$ cat src/clk_ctrl_defs.svh
// Offsets, field positions, reset values and counts of the clock control
`ifndef CLK_CTRL_DEFS_SVH
`define CLK_CTRL_DEFS_SVH

// Wishbone register byte offsets
`define REG_CTRL 8'h00
`define REG_STATUS 8'h04
`define REG_GATES 8'h08

// Control register fields
`define CTRL_MODE_R 2:0
`define CTRL_SLEEP_B 3
`define CTRL_PLL_EN_B 4
`define CTRL_PRESC_R 11:8
`define CTRL_RESET 32'h0000_0000

// Status register fields
`define STAT_CKSEL_R 3:0
`define STAT_SUT_R 5:4
`define STAT_DIV8_B 6
`define STAT_LOCK_B 7
`define STAT_MULT_R 15:8
`define STAT_SRC_R 18:16
`define STAT_STATE_R 22:20

// Fuse levels: one is unprogrammed, zero is programmed
`define FUSE_PROG 1'b0
`define FUSE_UNPROG 1'b1
`define FUSE_CKSEL_DEF 4'hE
`define FUSE_SUT_DEF 2'h1
`define FUSE_DIV8_DEF 1'b0

// Source select codes
`define CKS_EXT 4'h0
`define CKS_RC 4'h2
`define CKS_LF_HI 3'h2

// Power-up time-out lengths in watchdog oscillator cycles
`define TOUT_NONE 16'h0000
`define TOUT_SHORT 16'h0200
`define TOUT_LONG 16'h2000

// Oscillator start-up lengths in oscillator cycles
`define SU_EXT 16'h0006
`define SU_258 16'h0102
`define SU_1K 16'h0400
`define SU_16K 16'h4000

// PLL
`define PLL_MULT 8'h18
`define PLL_LOCK_CYC 16'h0064

// System clock divider
`define DIV8_LAST 3'h7

`endif

$ cat src/clk_ctrl_pkg.sv
// Types shared by the clock source select and start-up control
package clk_ctrl_pkg;

  typedef struct packed {
    logic cpu;
    logic io;
    logic flash;
    logic adc;
    logic asy;
    logic usb;
  } gates_t;

  typedef enum logic [2:0] {
    SLP_IDLE,
    SLP_ADC_NR,
    SLP_PWR_DOWN,
    SLP_PWR_SAVE,
    SLP_STANDBY,
    SLP_EXT_STANDBY
  } sleep_mode_t;

  typedef enum logic [2:0] {
    SRC_LP_XTAL,
    SRC_LF_XTAL,
    SRC_RC,
    SRC_EXT,
    SRC_RESERVED
  } src_t;

  typedef enum logic [2:0] {
    ST_HOLD,
    ST_TIMEOUT,
    ST_STARTUP,
    ST_RUN,
    ST_SLEEP,
    ST_WAKE
  } state_t;

endpackage

$ cat src/clock_source_select_startup.sv
// Clock source select, start-up reset sequencing and clock domain gating
//
// Notes on behaviour
// - Sleep mode stops the clocks of unused domains.
// - Core does nothing while its clock is stopped.
// - Some external interrupts are seen while the peripheral clock is off.
// - Two-wire slave address match works in every sleep mode.
// - Program memory clock runs together with the core clock.
// - Async timer clock comes from its own external source.
// - Async timer keeps counting in every sleep mode but power-down and standby.
// - Converter clock may run while core and peripheral clocks are off.
// - USB clock comes from a PLL multiplying its input by 24.
// - Four source fuses pick low power, low frequency, RC or external.
// - Fuse bit one means unprogrammed, zero means programmed.
// - Factory fuses: source 1110, start-up 01, divide-by-eight on.
// - Programmed divide fuse divides the selected source by eight.
// - Internal reset is held a time-out after other resets release.
// - Time-out counts watchdog cycles chosen by start-up and source fuses.
// - Time-out lengths are 0, 512 or 8192 watchdog cycles.
// - Ripple counter on the oscillator holds reset for start-up count.
// - From reset: time-out, then start-up count, then release.
// - Wake from power-save or power-down: start-up count only.
`timescale 1ns/1ps
`include "clk_ctrl_defs.svh"

// Three-flop filter: a level change counts once stages two and three agree
module pin_filter #(
  parameter int W = 1
) (
  input wire logic clk,
  input wire logic rst_n,
  input wire logic [W-1:0] pin,
  output logic [W-1:0] level
);
  logic [W-1:0] s1_q;
  logic [W-1:0] s2_q;
  logic [W-1:0] s3_q;

  always_ff @(posedge clk or negedge rst_n) begin
    if (!rst_n) begin
      s1_q <= '0;
      s2_q <= '0;
      s3_q <= '0;
      level <= '0;
    end else begin
      s1_q <= pin;
      s2_q <= s1_q;
      s3_q <= s2_q;
      level <= (s2_q & ~(s2_q ^ s3_q)) | (level & (s2_q ^ s3_q));
    end
  end
endmodule // pin_filter

////////////////////////////////////////////////////////////////////////////
module clock_source_select_startup #(
  parameter int ADDR_W = 8,
  parameter logic [15:0] TOUT_LONG_CYC = `TOUT_LONG,
  parameter logic [15:0] SU_16K_CYC = `SU_16K,
  parameter logic [15:0] PLL_LOCK_CYC = `PLL_LOCK_CYC
) (
  input wire logic CORE_CLK,
  input wire logic RESET_N,
  input wire logic WB_CYC_I,
  input wire logic WB_STB_I,
  input wire logic WB_WE_I,
  input wire logic [ADDR_W-1:0] WB_ADR_I,
  input wire logic [3:0] WB_SEL_I,
  input wire logic [31:0] WB_DAT_I,
  output logic [31:0] WB_DAT_O,
  output logic WB_ACK_O,
  input wire logic [3:0] FUSE_CKSEL,
  input wire logic [1:0] FUSE_SUT,
  input wire logic FUSE_DIV8,
  input wire logic RST_SRC_N,
  input wire logic WDT_OSC,
  input wire logic SEL_OSC,
  input wire logic EXT_INT,
  input wire logic TWI_ADDR_MATCH,
  output clk_ctrl_pkg::gates_t GATES,
  output logic INT_RESET_N,
  output logic SYS_TICK,
  output logic ASYNC_INT,
  output logic TWI_WAKE
);

  clk_ctrl_pkg::state_t state_q;
  clk_ctrl_pkg::src_t src;
  clk_ctrl_pkg::sleep_mode_t mode_q;
  clk_ctrl_pkg::gates_t gates_d;
  logic [4:0] lvl;
  logic [1:0] lvl_prev_q;
  logic wdt_edge;
  logic osc_edge;
  logic rst_src_ok;
  logic wake;
  logic [3:0] cksel_q;
  logic [1:0] sut_q;
  logic div8_q;
  logic [15:0] cnt_q;
  logic [15:0] cnt_nx;
  logic [15:0] tout;
  logic [15:0] su;
  logic [2:0] div_q;
  logic sleep_req_q;
  logic pll_en_q;
  logic [3:0] presc_q;
  logic [15:0] lock_q;
  logic pll_lock;
  logic bus_req;
  logic [31:0] rd_data;

  ////////////////////////////////////////////////////////////////////////
  // Pin inputs: oscillators, reset sources and wake pins

  pin_filter #(.W(5)) u_filter (
    .clk(CORE_CLK),
    .rst_n(RESET_N),
    .pin({TWI_ADDR_MATCH, EXT_INT, RST_SRC_N, SEL_OSC, WDT_OSC}),
    .level(lvl)
  );

  assign rst_src_ok = lvl[2];
  assign wdt_edge = lvl[0] & ~lvl_prev_q[0];
  assign osc_edge = lvl[1] & ~lvl_prev_q[1];
  assign wake = lvl[3] | lvl[4];

  always_ff @(posedge CORE_CLK or negedge RESET_N) begin
    if (!RESET_N) begin
      lvl_prev_q <= 2'h0;
    end else begin
      lvl_prev_q <= lvl[1:0];
    end
  end

  // Wake pins seen regardless of peripheral gating
  always_ff @(posedge CORE_CLK or negedge RESET_N) begin
    if (!RESET_N) begin
      ASYNC_INT <= 1'b0;
      TWI_WAKE <= 1'b0;
    end else begin
      ASYNC_INT <= lvl[3];
      TWI_WAKE <= lvl[4];
    end
  end

  ////////////////////////////////////////////////////////////////////////
  // Fuses: static, so they are re-read while other resets are held

  // Factory values until the fuses are read
  always_ff @(posedge CORE_CLK or negedge RESET_N) begin
    if (!RESET_N) begin
      cksel_q <= `FUSE_CKSEL_DEF;
      sut_q <= `FUSE_SUT_DEF;
      div8_q <= `FUSE_DIV8_DEF;
    end else if (state_q == clk_ctrl_pkg::ST_HOLD) begin
      cksel_q <= FUSE_CKSEL;
      sut_q <= FUSE_SUT;
      div8_q <= FUSE_DIV8;
    end
  end

  always_comb begin
    if (cksel_q[3]) begin
      src = clk_ctrl_pkg::SRC_LP_XTAL;
    end else if (cksel_q[3:1] == `CKS_LF_HI) begin
      src = clk_ctrl_pkg::SRC_LF_XTAL;
    end else if (cksel_q == `CKS_RC) begin
      src = clk_ctrl_pkg::SRC_RC;
    end else if (cksel_q == `CKS_EXT) begin
      src = clk_ctrl_pkg::SRC_EXT;
    end else begin
      src = clk_ctrl_pkg::SRC_RESERVED;
    end
  end

  // Time-out length from start-up and source fuses
  always_comb begin
    tout = `TOUT_NONE;
    su = `SU_EXT;
    case (src)
      clk_ctrl_pkg::SRC_LP_XTAL: begin
        case ({cksel_q[0], sut_q})
          3'h0, 3'h3, 3'h6: tout = `TOUT_SHORT;
          3'h1, 3'h4, 3'h7: tout = TOUT_LONG_CYC;
          default: tout = `TOUT_NONE;
        endcase
        if (cksel_q[0] && sut_q != 2'h0) begin
          su = SU_16K_CYC;
        end else if (!cksel_q[0] && !sut_q[1]) begin
          su = `SU_258;
        end else begin
          su = `SU_1K;
        end
      end
      clk_ctrl_pkg::SRC_LF_XTAL, clk_ctrl_pkg::SRC_RC,
      clk_ctrl_pkg::SRC_EXT: begin
        case (sut_q)
          2'h1: tout = `TOUT_SHORT;
          2'h2: tout = TOUT_LONG_CYC;
          default: tout = `TOUT_NONE;
        endcase
        su = (src == clk_ctrl_pkg::SRC_LF_XTAL) ? `SU_1K : `SU_EXT;
      end
      default: begin
        tout = TOUT_LONG_CYC;
        su = SU_16K_CYC;
      end
    endcase
  end

  ////////////////////////////////////////////////////////////////////////
  // Reset sequencer: time-out on watchdog edges, start-up on oscillator

  assign cnt_nx = cnt_q + 16'h0001;

  always_ff @(posedge CORE_CLK or negedge RESET_N) begin
    if (!RESET_N) begin
      state_q <= clk_ctrl_pkg::ST_HOLD;
      cnt_q <= 16'h0000;
    end else if (!rst_src_ok) begin
      // Any other reset source restarts the whole sequence
      state_q <= clk_ctrl_pkg::ST_HOLD;
      cnt_q <= 16'h0000;
    end else begin
      case (state_q)
        clk_ctrl_pkg::ST_HOLD: begin
          cnt_q <= 16'h0000;
          // Time-out first, skipped when its length is zero
          state_q <= (tout == `TOUT_NONE) ? clk_ctrl_pkg::ST_STARTUP
                                          : clk_ctrl_pkg::ST_TIMEOUT;
        end
        clk_ctrl_pkg::ST_TIMEOUT: begin
          if (wdt_edge) begin
            if (cnt_nx >= tout) begin
              cnt_q <= 16'h0000;
              state_q <= clk_ctrl_pkg::ST_STARTUP;
            end else begin
              cnt_q <= cnt_nx;
            end
          end
        end
        clk_ctrl_pkg::ST_STARTUP, clk_ctrl_pkg::ST_WAKE: begin
          // Ripple count of the selected oscillator
          if (osc_edge) begin
            if (cnt_nx >= su) begin
              cnt_q <= 16'h0000;
              state_q <= clk_ctrl_pkg::ST_RUN;
            end else begin
              cnt_q <= cnt_nx;
            end
          end
        end
        clk_ctrl_pkg::ST_RUN: begin
          if (sleep_req_q) begin
            state_q <= clk_ctrl_pkg::ST_SLEEP;
          end
        end
        clk_ctrl_pkg::ST_SLEEP: begin
          // Deep modes redo start-up only, never the time-out
          if (wake) begin
            cnt_q <= 16'h0000;
            if (mode_q == clk_ctrl_pkg::SLP_PWR_DOWN ||
                mode_q == clk_ctrl_pkg::SLP_PWR_SAVE) begin
              state_q <= clk_ctrl_pkg::ST_WAKE;
            end else begin
              state_q <= clk_ctrl_pkg::ST_RUN;
            end
          end
        end
        default: state_q <= clk_ctrl_pkg::ST_HOLD;
      endcase
    end
  end

  always_ff @(posedge CORE_CLK or negedge RESET_N) begin
    if (!RESET_N) begin
      INT_RESET_N <= 1'b0;
    end else begin
      INT_RESET_N <= (state_q == clk_ctrl_pkg::ST_RUN) ||
                     (state_q == clk_ctrl_pkg::ST_SLEEP);
    end
  end

  ////////////////////////////////////////////////////////////////////////
  // Domain gating

  always_comb begin
    gates_d = '0;
    case (state_q)
      clk_ctrl_pkg::ST_RUN: begin
        gates_d = '1;
        gates_d.usb = pll_en_q & pll_lock;
      end
      clk_ctrl_pkg::ST_SLEEP: begin
        case (mode_q)
          clk_ctrl_pkg::SLP_IDLE: begin
            gates_d.io = 1'b1;
            gates_d.adc = 1'b1;
            gates_d.asy = 1'b1;
            gates_d.usb = pll_en_q & pll_lock;
          end
          // Converter and async timer run, core and peripheral clocks stop, for low noise
          clk_ctrl_pkg::SLP_ADC_NR: begin
            gates_d.adc = 1'b1;
            gates_d.asy = 1'b1;
          end
          // Real-time counter keeps its own clock
          clk_ctrl_pkg::SLP_PWR_SAVE, clk_ctrl_pkg::SLP_EXT_STANDBY: begin
            gates_d.asy = 1'b1;
          end
          default: gates_d = '0;
        endcase
      end
      // Reset phases keep all domains gated
      default: gates_d = '0;
    endcase
    // Program memory clock follows the core clock
    gates_d.flash = gates_d.cpu;
  end

  always_ff @(posedge CORE_CLK or negedge RESET_N) begin
    if (!RESET_N) begin
      GATES <= '0;
    end else begin
      GATES <= gates_d;
    end
  end

  // System tick: every oscillator edge, or every eighth one
  always_ff @(posedge CORE_CLK or negedge RESET_N) begin
    if (!RESET_N) begin
      div_q <= 3'h0;
      SYS_TICK <= 1'b0;
    end else begin
      // No tick reaches the core while its clock is stopped
      SYS_TICK <= osc_edge && GATES.cpu &&
                  (div8_q != `FUSE_PROG || div_q == `DIV8_LAST);
      if (osc_edge && GATES.cpu) begin
        div_q <= div_q + 3'h1;
      end
    end
  end

  ////////////////////////////////////////////////////////////////////////
  // PLL lock timer; the factor is fixed, software sets only the enable and the prescaler

  // Fixed multiply, lock after a settle time
  always_ff @(posedge CORE_CLK or negedge RESET_N) begin
    if (!RESET_N) begin
      lock_q <= 16'h0000;
    end else if (!pll_en_q) begin
      lock_q <= 16'h0000;
    end else if (!pll_lock) begin
      lock_q <= lock_q + 16'h0001;
    end
  end

  assign pll_lock = (lock_q >= PLL_LOCK_CYC);

  ////////////////////////////////////////////////////////////////////////
  // Wishbone classic slave, one wait state, unmapped reads zero

  assign bus_req = WB_CYC_I & WB_STB_I & ~WB_ACK_O;

  always_comb begin
    rd_data = 32'h0000_0000;
    case (WB_ADR_I)
      `REG_CTRL: begin
        rd_data[`CTRL_MODE_R] = mode_q;
        rd_data[`CTRL_PLL_EN_B] = pll_en_q;
        // Prescaler read back as software wrote it
        rd_data[`CTRL_PRESC_R] = presc_q;
      end
      `REG_STATUS: begin
        // Raw fuse levels, zero meaning programmed
        rd_data[`STAT_CKSEL_R] = cksel_q;
        rd_data[`STAT_SUT_R] = sut_q;
        rd_data[`STAT_DIV8_B] = div8_q;
        rd_data[`STAT_LOCK_B] = pll_lock;
        rd_data[`STAT_MULT_R] = `PLL_MULT;
        rd_data[`STAT_SRC_R] = src;
        rd_data[`STAT_STATE_R] = state_q;
      end
      `REG_GATES: rd_data[5:0] = GATES;
      default: rd_data = 32'h0000_0000;
    endcase
  end

  always_ff @(posedge CORE_CLK or negedge RESET_N) begin
    if (!RESET_N) begin
      WB_ACK_O <= 1'b0;
      WB_DAT_O <= 32'h0000_0000;
    end else begin
      WB_ACK_O <= bus_req;
      WB_DAT_O <= bus_req ? rd_data : 32'h0000_0000;
    end
  end

  always_ff @(posedge CORE_CLK or negedge RESET_N) begin
    if (!RESET_N) begin
      mode_q <= clk_ctrl_pkg::SLP_IDLE;
      pll_en_q <= 1'b0;
      presc_q <= 4'h0;
      sleep_req_q <= 1'b0;
    end else begin
      // Sleep request is a one-cycle strobe, lost if not in run
      sleep_req_q <= 1'b0;
      if (bus_req && WB_WE_I && WB_ADR_I == `REG_CTRL) begin
        if (WB_SEL_I[0]) begin
          mode_q <= clk_ctrl_pkg::sleep_mode_t'(WB_DAT_I[`CTRL_MODE_R]);
          sleep_req_q <= WB_DAT_I[`CTRL_SLEEP_B];
          pll_en_q <= WB_DAT_I[`CTRL_PLL_EN_B];
        end
        if (WB_SEL_I[1]) begin
          presc_q <= WB_DAT_I[`CTRL_PRESC_R];
        end
      end
    end
  end
endmodule // clock_source_select_startup

$ cat config.mk
export PLATFORM = sky130hd
export DESIGN_NAME = clock_source_select_startup
export DESIGN_NICKNAME = d
export VERILOG_FILES = /design/src/clk_ctrl_pkg.sv /design/src/clock_source_select_startup.sv
export VERILOG_INCLUDE_DIRS = /design/src
export SDC_FILE = /design/constraint.sdc
export NUM_CORES = 1
export LEC_CHECK = 0
export BUFFER_PORTS_ARGS = -buffer_cell sky130_fd_sc_hd__buf_2
export CORE_MARGIN = 10
export CORE_UTILIZATION = 55
export CTS_CLUSTER_DIAMETER = 80
export DETAILED_ROUTE_END_ITERATION = 10
export HOLD_SLACK_MARGIN = 0.06
export PLACE_DENSITY = 0.8
export SYNTH_ARGS = -nofsm -noshare
export SYNTH_HDL_FRONTEND = slang
export SYNTH_SLANG_ARGS = --single-unit
export TNS_END_PERCENT = 1
$ cat constraint.sdc
create_clock -name CORE_CLK -period 4.1 [get_ports CORE_CLK]
set_clock_uncertainty 0.1 [all_clocks]
set_input_delay 0.615 -clock CORE_CLK [delete_from_list [all_inputs] [get_ports CORE_CLK]]
set_output_delay 0.615 -clock CORE_CLK [all_outputs]
set_load 0.02 [all_outputs]
After elaboration in Yosys (flattened, before gate mapping)
Index checks and enable logic that the tools add are counted.
Storage, ports and cells
  bits in registers: 109
  input bits: 61
  output and inout bits: 43
  word-level logic and storage cells: 154
Operators by class
  add/subtract/negate cells: 3
  magnitude comparators: 3
  equality and inequality tests: 32
  multiplexer cells: 46
  bitwise operators: 14
  reduce and logical (&&, ||, !) cells: 29
Operators by type and width (count)
  two-way mux 16 bit: 8
  case mux 16 bit (2 select lines): 2
  case mux 16 bit (4 select lines): 1
  case mux 14 bit (2 select lines): 2
  two-way mux 3 bit: 13
  adder 16 x 1 -> 16 bit, second input constant: 2
  greater-or-equal comparator 16 bit: 2
  == test 3 x 2 -> 1 bit, second input constant: 8
  two-way mux 23 bit: 1
  two-way mux 11 bit: 2
  == test 3 bit, second input constant: 7
  != test 3 bit, second input constant: 6
  greater-or-equal comparator 16 x 7 -> 1 bit, second input constant: 1
  logical NOT 16 bit: 1
  two-way mux 15 bit: 1
  case mux 3 bit (5 select lines): 1
  == test 3 x 1 -> 1 bit, second input constant: 4
  logical NOT 3 bit: 4
  case mux 6 bit (2 select lines): 1
  AND 5 bit: 2
  case mux 3 bit (3 select lines): 1
  OR reduction 3 bit: 3
  == test 8 x 3 -> 1 bit, second input constant: 1
  == test 8 x 4 -> 1 bit, second input constant: 1
  other kinds (29): 52

Logic depth before layout (Yosys ltp)
Gate-level depths: netlist of the first run.
  depth in word-level cells: 13
  mapped depth: 16

Modules after synthesis
Synthesis of the first run repeated with hierarchy kept, for this count alone.
Unflattened totals
  cells, all modules: 452
  area, all modules: 4942.2 sq um
Modules (own cells, without submodules)
  clock_source_select_startup: instances 1, cells an instance 427, area each 4385.5 sq um, seq. area each 2132.0 sq um
  pin_filter: instances 1, cells an instance 25, area each 556.8 sq um, seq. area each 500.5 sq um

Worst setup path before layout of the first run
Ideal clock, no wire load.
  path kind: register -> register
  start: register cnt_q[0]
  end: register state_q[1]
  library setup time: 136 ps
  data arrival time: 3012 ps
  path slack: 852 ps
  stages on the path, launching flop included: 15
  path buffers: 1
  clock period less this slack: 3248 ps
  cell sequence: dfrtp_1 > ha_1 > buf_6 > nand3_1 > nor4_4 > and2b_1 > or2_2 > ha_1 > and3_1 > nand3_1 > a21o_1 > o211ai_2 > nand2_1 > o311ai_1 > o21ai_0
Between the ends
  word-level cells in the longest chain between the ends: 4
RTL lines
  start: declaration: RTL line clock_source_select_startup.sv:99  | logic [15:0] cnt_q;
  start signal: assignment: RTL line clock_source_select_startup.sv:238  | cnt_q <= cnt_nx;
  start signal: assignment: RTL line clock_source_select_startup.sv:249  | cnt_q <= cnt_nx;
  adder 16 x 1 -> 16 bit *: RTL line clock_source_select_startup.sv:214  | assign cnt_nx = cnt_q + 16'h0001;
  greater-or-equal comparator 16 bit, on equally long branches: RTL line clock_source_select_startup.sv:245, clock_source_select_startup.sv:234
  != test 3 bit (no source line)
  AND reduction 6 bit (no source line) *
  end signal: assignment: RTL line clock_source_select_startup.sv:218  | state_q <= clk_ctrl_pkg::ST_HOLD;
  end signal: assignment: RTL line clock_source_select_startup.sv:222  | state_q <= clk_ctrl_pkg::ST_HOLD;
  end signal: assignment: RTL line clock_source_select_startup.sv:247  | state_q <= clk_ctrl_pkg::ST_RUN;
  end: declaration: RTL line clock_source_select_startup.sv:86  | clk_ctrl_pkg::state_t state_q;
Mark *: on every way between the ends. The rest lies on a longest branch, timed or not.
A chain may end at the register's enable or synchronous reset.

Worst setup path in the final report of the first run
Same ends and word-level chain as after synthesis.

==> impl_metrics.py, run 1 <==
metrics = {
    "setup_path": {
        "critPathCaptureType": "flop",
        "crit_slowest_cell": "dfrtp_1",
        "critPathRequiredTime_ps": 4230,
        "critical_path.cell_chain": "ha_1 -> nand3_1 -> nor4_4 -> and2b_1 -> or2_2 -> ha_1 -> and3_1 -> nand3_1 -> a21o_1 -> o211ai_2 -> nand2_1 -> o311ai_1 -> o21ai_0",
        "arrival_ps": 3800,
        "worst_path_largest_cell_delay_ps": 490,
        "crit_type": "reg -> reg",
        "rr_worst_depth": 13,
        "cp_top_family": "simple AND/OR/NAND/NOR gates",
        "cp_max_fo": 7,
        "crit_path_start_kind": "flop",
        "cp.depth": 13,
        "crit_buf_inv": 0,
    },
    "cts": {
        "post_cts_buffers": 0,
        "cts_resized": 0,
        "root_buffer": "clkbuf_8",
        "h-tree-depth": 3,
        "ctsHoldBuffers": 0,
        "clk_path_buf_depth": 2,
        "cts_sinks": 105,
        "path_clk_slew_ps": 110,
        "worstSkewPairLatency_ps": 370,
        "cts_buffers": 9,
        "tritoncts": "yes",
    },
    "place": {
        "place_hpwl_mm": 7.76,
        "post-place-ws_ps": 518,
        "place_congestion": 0.885,
        "io_buffers": 65,
    },
    "finish": {
        "regArea_sq_mm": 0.00263,
        "multi_input_area_sq_mm": 0.00215,
        "layout-drive-gt1-share_pct": 22.0,
        "num_antenna_cells": 0,
        "fin_nets": 606,
        "syn2layout_area_growth_pct": 10.4,
        "fill_cells": 720,
    },
    "synthesis": {
        "yosys-top-cells-count": "dfrtp_1, nand2_1, nor2_1",
        "yosysMostFrequentCell": "dfrtp_1",
        "synth-edff-count": 0,
        "yosysWarningCount": 0,
        "synth_top_family_by_area": "simple AND/OR/NAND/NOR gates",
        "synth.area.top_cells": "dfrtp_1, nand2_1, mux2_2",
        "syn_area_sq_mm": 0.00502,
        "netlist_instances": 474,
        "synthMuxAreaShare_pct": 5.76,
        "synthSimpleGateAreaFrac_pct": 19.9,
        "synth_top_cell_by_area": "dfrtp_1",
        "syn_avg_cell_area_sq_um": 10.6,
        "synth-xor-area-share_pct": 1.75,
        "synthAdderAreaFrac_pct": 4.24,
        "synth.distinct_cells": 67,
        "async_flop_share_pct": 100,
        "synth_ff_type": "dfrtp_1",
        "yosysSeqAreaShare_pct": 52.5,
        "synth_compound_area_share_pct": 10.3,
        "ys_ff_latch": 105,
        "synth_top_area_share_pct": 50.4,
    },
    "drt": {
        "wl_met2_mm": 5.21,
        "viasPerCell": 5.64,
        "wl_met1_mm": 4.48,
        "drt_wl_total_mm": 10.5,
        "via_count": 3637,
        "ant_nets": 0,
        "met3_length_microns": 748,
        "drt_iter0_drc": 192,
        "drt_first_pass_iters": 4,
        "wire_per_inst_microns": 16.3,
        "drcViolationCount": 0,
        "top_layer": "met4",
    },
    "power_and_ir_drop": {
        "total_power_uw": 2560,
        "leakage_uw": 0.00271,
        "peakVddDrop_v": 0.000279,
        "p_per_area_mw_per_mm2": 463,
    },
    "grt": {
        "grt_pass1_wl_mm": 18.1,
        "grt_pass1_vias": 3795,
        "grt_antenna_before_repair": 0,
        "global_route.usage.total_pct": 16.4,
        "grt_start_max_net_pins": 84,
        "grt-ovfl-total": 0,
    },
    "run": {
        "maxCapViolCount": 0,
    },
    "floorplan": {
        "ios": 104,
        "dieArea_sq_mm": 0.0133,
        "rows": 34,
        "design.core.area_sq_mm": 0.00881,
        "die_x_microns": 116,
        "initial_core_util_pct": 57.0,
        "die_h_microns": 116,
    },
    "sta": {
        "final.setup.tns_ps": 0,
        "setup_slack_ps": 434,
        "finalMaxSlewViolations": 0,
        "tightest_slew_ps": 1010,
        "rsz0062_at_grt": "no",
        "setup_viol_count_final": 0,
        "fin_crit_ps": 3670,
        "fmax_mhz": 273,
        "min_period_over_period_pct": 89.4,
        "slew_headroom_pct": 32.6,
        "finalHoldViolCount": 0,
    },
    "worst_hold_path": {
        "hold_path_depth": 1,
        "hold_class": "in -> reg",
    },
    "status": {
        "outcome": "complete, no violations",
    },
}
-- logic make-up (layout without fill, tap and decap cells) --
kind of cell	Yosys count	count (layout)
XOR/XNOR	10	10
AO/OA/AOI/OAI	76	76
AND/OR/NAND/NOR	189	189
buffers and inverters	48	99
flip-flops	105	105
multiplexers	27	27
other	1	13
adder cells (fa/ha/maj)	18	18
-- area by class of cell --
| type | instances | share of cell area (%) |
|---|---|---|
| clock buffers | 10 | 2.49 |
| clock inverters | 6 | 1.24 |
| inverters | 14 | 0.949 |
| multi-input cells | 333 | 38.9 |
| flip-flops and latches | 105 | 47.5 |
| well taps | 108 | 2.44 |
| repair buffers | 69 | 6.46 |
-- metrics by stage --
step | util [%] | hold slack, ps | cell area, sq um | instances
after floorplan | - | 219 | 5060 | 486
after global placement | 60.5 | 234 | 5330 | 629
final | 62.9 | 245 | 5540 | 645
after detailed placement | 60.5 | 235 | 5330 | 629
after global routing | 62.9 | 223 | 5540 | 645
after CTS | 62.9 | 229 | 5540 | 645
-- final timing paths --
kind	end	slack (ps)	from
worst min register to register	u_filter.s2_q[3]	260	u_filter.s1_q[3]
min in group asynchronous	asynchronous set/reset pin	320	RESET_N
worst max-delay path	state_q[1]	430	cnt_q[0]
worst max register to register	state_q[1]	430	cnt_q[0]
max in group asynchronous	sut_q[0]	2650	RESET_N
worst min-delay path	u_filter.s1_q[1]	250	SEL_OSC
-- per-layer routing --
metal	up-vias	GRT usage, %
met5	-	0
met1	1766	21.0
met2	109	27.2
met3	11	4.50
met4	0	3.89
li1	1751	-
-- state kept, by name, indices dropped and copies added, names as in the netlist, 2 cells and up, named ones only --
signal,cells
GATES,5
presc_q,4
state_q,3
mode_q,3
u_filter.s2_q,5
cnt_q,16
cksel_q,4
WB_DAT_O,19
div_q,3
lvl_prev_q,2
u_filter.s3_q,5
u_filter.s1_q,5
sut_q,2
lock_q,16
-- where the power goes --
group	internal, uW	leakage, uW	total (uW)	switching (uW)
combinational	295	0.00122	689	393
sequential	1130	0.00139	1240	116
clock	255	0.000101	629	374
total	1680	0.00271	2560	883
-- placed cells by master (no fill, tap or decap), types with 3 or more instances in the layout --
| master | netlist | layout |
|---|---|---|
| a21oi_1 | 19 | 19 |
| a22o_1 | 3 | 3 |
| a31oi_1 | 4 | 4 |
| and2_1 | 21 | 21 |
| and3_1 | 7 | 7 |
| buf_2 | 2 | 64 |
| buf_4 | 21 | 5 |
| clkbuf_8 | 0 | 10 |
| conb_1 | 1 | 13 |
| dfrtp_1 | 101 | 101 |
| dfstp_2 | 4 | 4 |
| ha_1 | 13 | 13 |
| inv_1 | 14 | 14 |
| maj3_1 | 5 | 5 |
| mux2_2 | 15 | 15 |
| mux2i_1 | 12 | 12 |
| nand2_1 | 48 | 48 |
| nand2b_1 | 5 | 5 |
| nand3_1 | 21 | 21 |
| nand4_1 | 10 | 10 |
| nor2_1 | 39 | 39 |
| nor2b_1 | 6 | 6 |
| nor3_1 | 5 | 5 |
| nor4_1 | 3 | 3 |
| o21ai_0 | 21 | 21 |
| or3_1 | 5 | 5 |
| or4_1 | 3 | 3 |
| xnor2_1 | 5 | 5 |
| xor2_1 | 5 | 5 |
-- worst reg2reg max path, cell delays in order, from the launching register on --
cell and delay (ps):
dfrtp_1 490, ha_1 230, nand3_1 190, nor4_4 330
and2b_1 230, or2_2 320, ha_1 320, and3_1 150
nand3_1 90, a21o_1 200, o211ai_2 280, nand2_1 180
o311ai_1 310, o21ai_0 130
Power figures use the tool's default switching activity.
==> inputs of run 2 (changes only) <==
Settings changed: CAP_MARGIN set to 20, CORE_UTILIZATION 55 to 59, PLACE_DENSITY 0.8 to 0.85.
Clock period 4.1 ns to 4.6 ns, I/O delays scaled along.
==> run 2 against run 1 <==
Sequential share of layout area increased by 0.22 points. Power is 11% lower. Core utilization is 3.9 points higher. Die area is 5.6% lower. Maximum frequency down 6.0%.
==> impl_metrics.py, run 2 (synthesis gave the netlist of run 1 again) <==
metrics = {
    "status": {
        "outcome": "complete, no violations",
    },
    "worst_hold_path": {
        "worstHoldStart": "u_filter.s1_q[1]",
        "hold_class": "reg -> reg",
        "hold_path_depth": 0,
        "whs_endpoint": "u_filter.s2_q[1]",
    },
    "sta": {
        "fin_crit_ps": 3900,
        "finalHoldViolCount": 0,
        "fmax_mhz": 256,
        "rsz0062_at_grt": "no",
        "min_period_over_period_pct": 84.8,
        "setup_viol_count_final": 0,
        "tightest_slew_ps": 962,
        "final.setup.tns_ps": 0,
        "slew_headroom_pct": 35.8,
        "finalMaxSlewViolations": 0,
    },
    "floorplan": {
        "initial_core_util_pct": 60.7,
        "design.core.area_sq_mm": 0.00826,
        "rows": 33,
        "die_x_microns": 112,
        "ios": 104,
        "dieArea_sq_mm": 0.0126,
        "die_h_microns": 112,
    },
    "drt": {
        "drt_first_pass_iters": 5,
        "via_count": 3643,
        "drt_wl_total_mm": 10.7,
        "ant_nets": 0,
        "viasPerCell": 5.68,
        "drt_iter0_drc": 224,
        "drcViolationCount": 0,
        "wire_per_inst_microns": 16.7,
    },
    "cts": {
        "cts_sinks": 105,
        "root_buffer": "clkbuf_8",
        "clk_path_buf_depth": 2,
        "cts_resized": 0,
        "post_cts_buffers": 0,
        "ctsHoldBuffers": 0,
        "tritoncts": "yes",
        "h-tree-depth": 3,
        "cts_buffers": 9,
        "worstSkewPairLatency_ps": 370,
        "path_clk_slew_ps": 90,
    },
    "grt": {
        "grt_pass1_vias": 3684,
        "grt_start_max_net_pins": 81,
        "grt-ovfl-total": 0,
        "grt_antenna_before_repair": 0,
        "grt_pass1_wl_mm": 17.9,
        "global_route.usage.total_pct": 16.7,
    },
    "finish": {
        "fin_nets": 605,
        "layout-drive-gt1-share_pct": 21.6,
        "largestRegisters": "WB_DAT_O (19), cnt_q (16), lock_q (16)",
        "layout_common_cells": "dfrtp_1, buf_2, nand2_1",
        "instances_no_fill": 641,
        "multi_input_area_sq_mm": 0.00215,
        "num_antenna_cells": 0,
        "fill_cells": 666,
        "regArea_sq_mm": 0.00263,
        "top_register": "WB_DAT_O",
        "largest_reg_flops": 19,
        "syn2layout_area_growth_pct": 9.88,
        "final_common_cell": "dfrtp_1",
    },
    "power_and_ir_drop": {
        "peakVddDrop_v": 0.000296,
        "leakage_uw": 0.00270,
        "p_per_area_mw_per_mm2": 412,
    },
    "setup_path": {
        "arrival_ps": 4040,
        "crit_type": "reg -> reg",
        "r2r_end": "state_q[1]",
        "critPathRequiredTime_ps": 4740,
        "critical_path.cell_chain": "ha_1 -> nand3_1 -> nor4_4 -> and2b_1 -> or2_2 -> ha_1 -> and3_1 -> nand3_1 -> a21o_1 -> o211ai_2 -> nand2_1 -> o311ai_1 -> o21ai_0",
        "critPathCaptureType": "flop",
        "worst_path_largest_cell_delay_ps": 460,
        "r2r_slack_ps": 700,
        "cp_max_fo": 10,
        "crit_path_start_kind": "flop",
        "cp_top_family": "simple AND/OR/NAND/NOR gates",
        "rr_worst_depth": 13,
        "regToRegStartpoint": "cnt_q[0]",
        "crit_buf_inv": 0,
        "crit_slowest_cell": "dfrtp_1",
    },
    "place": {
        "place_congestion": 0.943,
        "dp.cells": 625,
        "io_buffers": 65,
        "place_hpwl_mm": 7.83,
    },
    "run": {
        "maxCapViolCount": 0,
    },
}
==> run 2: cell count changes in the layout (fill, tap and decap cells not counted), sizes merged <==
cell and change:
buf -1, clkbuf +1, clkinv +1, clkinvlp -1, inv -1
==> run 2: per-layer routing <==
metal / vias to the layer above / part of all wire (%) / global-route usage, %
met3: 12 / 6.9 / 5.54
met5: - / 0 / 0
met2: 123 / 50 / 28.0
met1: 1770 / 43 / 20.5
met4: 0 / 0.72 / 3.89
li1: 1738 / - / -
==> run 2: per-stage QoR <==
| stage | util [%] | hold slack [ps] | setup slack (ps) | instance area [sq um] | total power, uW |
|---|---|---|---|---|---|
| after global routing | 66.7 | 257 | 531 | 5510 | 2400 |
| after detailed placement | 64.4 | 235 | 813 | 5320 | 1730 |
| final | 66.7 | 255 | 700 | 5510 | 2270 |
| after floorplan | - | 231 | 1350 | 5060 | 1560 |
| after CTS | 66.7 | 257 | 758 | 5510 | 2280 |
| after global placement | 64.4 | 235 | 923 | 5320 | 1700 |
==> run 2: where the power goes <==
part           switching, uW  leakage, uW  internal (uW)
Sequential               104      0.00139           1010
Combinational            352      0.00121            263
Clock                    327    0.0000969            222
Total                    783      0.00270           1490
==> run 2: worst max-delay path by stage <==
stage | startpoint | to | slack, ps | cells past startpoint
after floorplan | cnt_q[0] | state_q[1] | 1350 | 14
after global placement | cnt_q[0] | state_q[1] | 920 | 13
after detailed placement | cnt_q[0] | state_q[1] | 810 | 13
after CTS | cnt_q[0] | state_q[1] | 760 | 13
after global routing | cnt_q[0] | cnt_q[3] | 530 | 11
final | cnt_q[0] | state_q[1] | 700 | 13
==> run 2: area by class of cell <==
class,count,share of cell area [%]
Sequential cell,105,47.8
Multi-Input combinational cell,333,39.0
Timing Repair Buffer,68,6.36
Clock buffer,11,2.57
Tap cell,105,2.38
Inverter,14,0.953
Clock inverter,5,0.931
==> inputs of run 3 (changes only) <==
Settings changed: ABC_AREA set to 1, CORE_UTILIZATION 59 to 55, PLACE_DENSITY 0.85 to 0.8.
Clock period 4.6 ns to 3.7 ns, I/O delays scaled along.
==> run 3 against run 2 <==
Synthesized cell count increased by 26%. Die area increased by 8.1%. Critical path depth increased by 4. Wire length increased by 5.7%. Global-route usage increased by 0.78 points. Combinational power increased by 47%.
==> impl_metrics.py, run 3 <==
metrics = {
    "sta": {
        "slew_headroom_pct": 45.0,
        "setup_viol_count_final": 0,
        "min_period_over_period_pct": 77.6,
        "finalMaxSlewViolations": 0,
        "finalHoldViolCount": 0,
        "fmax_mhz": 348,
        "fin_crit_ps": 2870,
        "tightest_slew_ps": 822,
        "final.setup.tns_ps": 0,
        "rsz0062_at_grt": "no",
        "setup_slack_ps": 830,
    },
    "finish": {
        "instances_no_fill": 784,
        "largestRegisters": "WB_DAT_O (19), cnt_q (16), lock_q (16)",
        "fin_nets": 742,
        "largest_reg_flops": 19,
        "num_antenna_cells": 0,
        "final_common_cell": "nand2_1",
        "top_register": "WB_DAT_O",
        "syn2layout_area_growth_pct": 11.8,
        "post-route-util_pct": 62.8,
        "final_cell_area_sq_mm": 0.00575,
        "layout-drive-gt1-share_pct": 19.2,
        "layout_common_cells": "nand2_1, dfrtp_1, inv_1",
    },
    "synthesis": {
        "netlist_instances": 597,
        "yosysMostFrequentCell": "nand2_1",
        "synth.distinct_cells": 40,
        "synth-edff-count": 0,
        "synth_ff_type": "dfrtp_1",
        "ys_ff_latch": 105,
        "yosys-top-cells-count": "nand2_1, dfrtp_1, inv_1",
        "yosysWarningCount": 0,
        "async_flop_share_pct": 100,
        "synth_top_area_share_pct": 49.2,
        "syn_area_sq_mm": 0.00514,
        "synth.area.top_cells": "dfrtp_1, nand2_1, inv_1",
        "syn_avg_cell_area_sq_um": 8.61,
        "yosysSeqAreaShare_pct": 51.2,
        "synth_top_cell_by_area": "dfrtp_1",
    },
    "grt": {
        "grt_pass1_vias": 4180,
        "grt_start_max_net_pins": 63,
        "global_route.usage.total_pct": 17.5,
        "grt_pass1_wl_mm": 19.2,
        "grt_antenna_before_repair": 0,
        "grt-ovfl-total": 0,
    },
    "run": {
        "maxCapViolCount": 0,
    },
    "drt": {
        "drt_first_pass_iters": 5,
        "ant_nets": 0,
        "drt_iter0_drc": 251,
        "viasPerCell": 5.22,
        "via_count": 4092,
        "drcViolationCount": 0,
        "wire_per_inst_microns": 14.4,
        "drt_wl_total_mm": 11.3,
    },
    "cts": {
        "cts_resized": 0,
        "tritoncts": "yes",
        "path_clk_slew_ps": 110,
        "worstSkewPairLatency_ps": 370,
        "root_buffer": "clkbuf_8",
        "ctsHoldBuffers": 0,
        "cts_buffers": 9,
        "cts_sinks": 105,
        "clk_path_buf_depth": 2,
        "post_cts_buffers": 0,
        "h-tree-depth": 3,
    },
    "floorplan": {
        "initial_core_util_pct": 56.2,
        "die_x_microns": 117,
        "dieArea_sq_mm": 0.0136,
        "rows": 35,
        "ios": 104,
        "design.core.area_sq_mm": 0.00915,
        "die_h_microns": 117,
    },
    "setup_path": {
        "cp_top_family": "simple AND/OR/NAND/NOR gates",
        "cp_common_cell": "nand2_1",
        "r2r_slack_ps": 830,
        "cp_max_fo": 14,
        "arrival_ps": 3040,
        "critPathCaptureType": "flop",
        "worst_path_largest_cell_delay_ps": 470,
        "crit_path_start_kind": "flop",
        "crit_buf_inv": 0,
        "critical_path.cell_chain": "ha_1 -> nand2_2 -> nor2_4 -> nand2_1 -> xor2_1 -> ha_1 -> nand2_1 -> nor3_1 -> nand2_1 -> nor2_1 -> nand3b_1 -> nand2_1 -> nand2_1 -> nand3_4 -> nand2_4 -> nand3_1 -> nand2_1",
        "crit_slowest_cell": "dfrtp_1",
        "critPathRequiredTime_ps": 3870,
        "crit_type": "reg -> reg",
    },
    "place": {
        "io_buffers": 65,
        "dp.cells": 768,
        "place_congestion": 0.916,
        "place_area_sq_mm": 0.00553,
        "post-place-ws_ps": 842,
        "place_hpwl_mm": 8.46,
    },
    "power_and_ir_drop": {
        "power_frac_comb_pct": 30.2,
        "power_frac_seq_pct": 44.5,
        "switching_share_pct": 37.5,
        "clockPowerShare_pct": 25.3,
        "p_per_area_mw_per_mm2": 519,
        "netSwitchingPower_uw": 1120,
        "power.internal_uw": 1860,
        "peakVddDrop_v": 0.000317,
        "leakage_uw": 0.00310,
    },
    "status": {
        "outcome": "complete, no violations",
    },
    "worst_hold_path": {
        "hold_class": "in -> async",
    },
}
==> run 3: layer usage <==
layer | up-vias | wire length, microns | global-route usage (%)
met5 | - | 0 | 0
met4 | 0 | 233 | 7.08
met1 | 1924 | 4690 | 20.8
met2 | 130 | 5630 | 30.5
li1 | 2015 | - | -
met3 | 23 | 732 | 3.18
==> run 3: cell type report <==
| type | instances | area (sq um) |
|---|---|---|
| clock buffer | 10 | 128 |
| clock inverter | 6 | 83.8 |
| fill | 758 | 3410 |
| inverter | 83 | 312 |
| multi-input combinational | 400 | 2090 |
| sequential | 105 | 2630 |
| tap | 111 | 139 |
| timing repair buffer | 69 | 358 |
==> run 3: stage by stage <==
| stage | power, uW | hold slack [ps] |
|---|---|---|
| finish | 2980 | 148 |
| CTS | 2990 | 158 |
| global placement | 2200 | 232 |
| global route | 3190 | 170 |
| floorplan | 2010 | 159 |
| detailed placement | 2240 | 235 |
==> run 3: worst paths after layout <==
| kind | from | endpoint | cells past startpoint |
|---|---|---|---|
| hold reg to reg | u_filter.s1_q[4] | u_filter.s2_q[4] | 0 |
| setup / recovery | cnt_q[1] | cnt_q[0] | 17 |
| setup reg to reg | cnt_q[1] | cnt_q[0] | 17 |
| max in group asynchronous | RESET_N | lock_q[8] | 2 |
| min in group CORE_CLK | SEL_OSC | u_filter.s1_q[1] | 1 |
| hold / removal | RESET_N | div_q[1] | 1 |
==> run 3: cells by family (layout without fill, tap and decap cells) <==
| family | after synthesis | count (layout) | share of synthesized area (%) |
|---|---|---|---|
| and+or+nand+nor | 306 | 306 | 27.6 |
| xor gates and xnor gates | 3 | 3 | 0.511 |
| muxes | 10 | 10 | 2.19 |
| buffers and inverters | 104 | 168 | 8.93 |
| other | 1 | 13 | 0.0730 |
| AOI/OAI and AO/OA | 50 | 50 | 5.38 |
| DFF | 105 | 105 | 51.2 |
| adders and majority gates | 18 | 18 | 4.14 |
==> run 3: power groups by stage <==
| stage | clock [uW] | combinational [uW] | sequential, uW |
|---|---|---|---|
| after global routing | 813 | 1030 | 1340 |
| after detailed placement | 0 | 889 | 1350 |
| after floorplan | 0 | 661 | 1350 |
| final | 755 | 901 | 1330 |
| after CTS | 766 | 898 | 1330 |
| after global placement | 0 | 855 | 1340 |
==> run 3: worst register-to-register path, cell delays in order, from the launching register on <==
cell and delay (ps):
dfrtp_1 470, ha_1 240, nand2_2 110, nor2_4 150, nand2_1 80, xor2_1 190
ha_1 320, nand2_1 50, nor3_1 130, nand2_1 70, nor2_1 100, nand3b_1 90
nand2_1 90, nand2_1 110, nand3_4 140, nand2_4 150, nand3_1 120, nand2_1 50
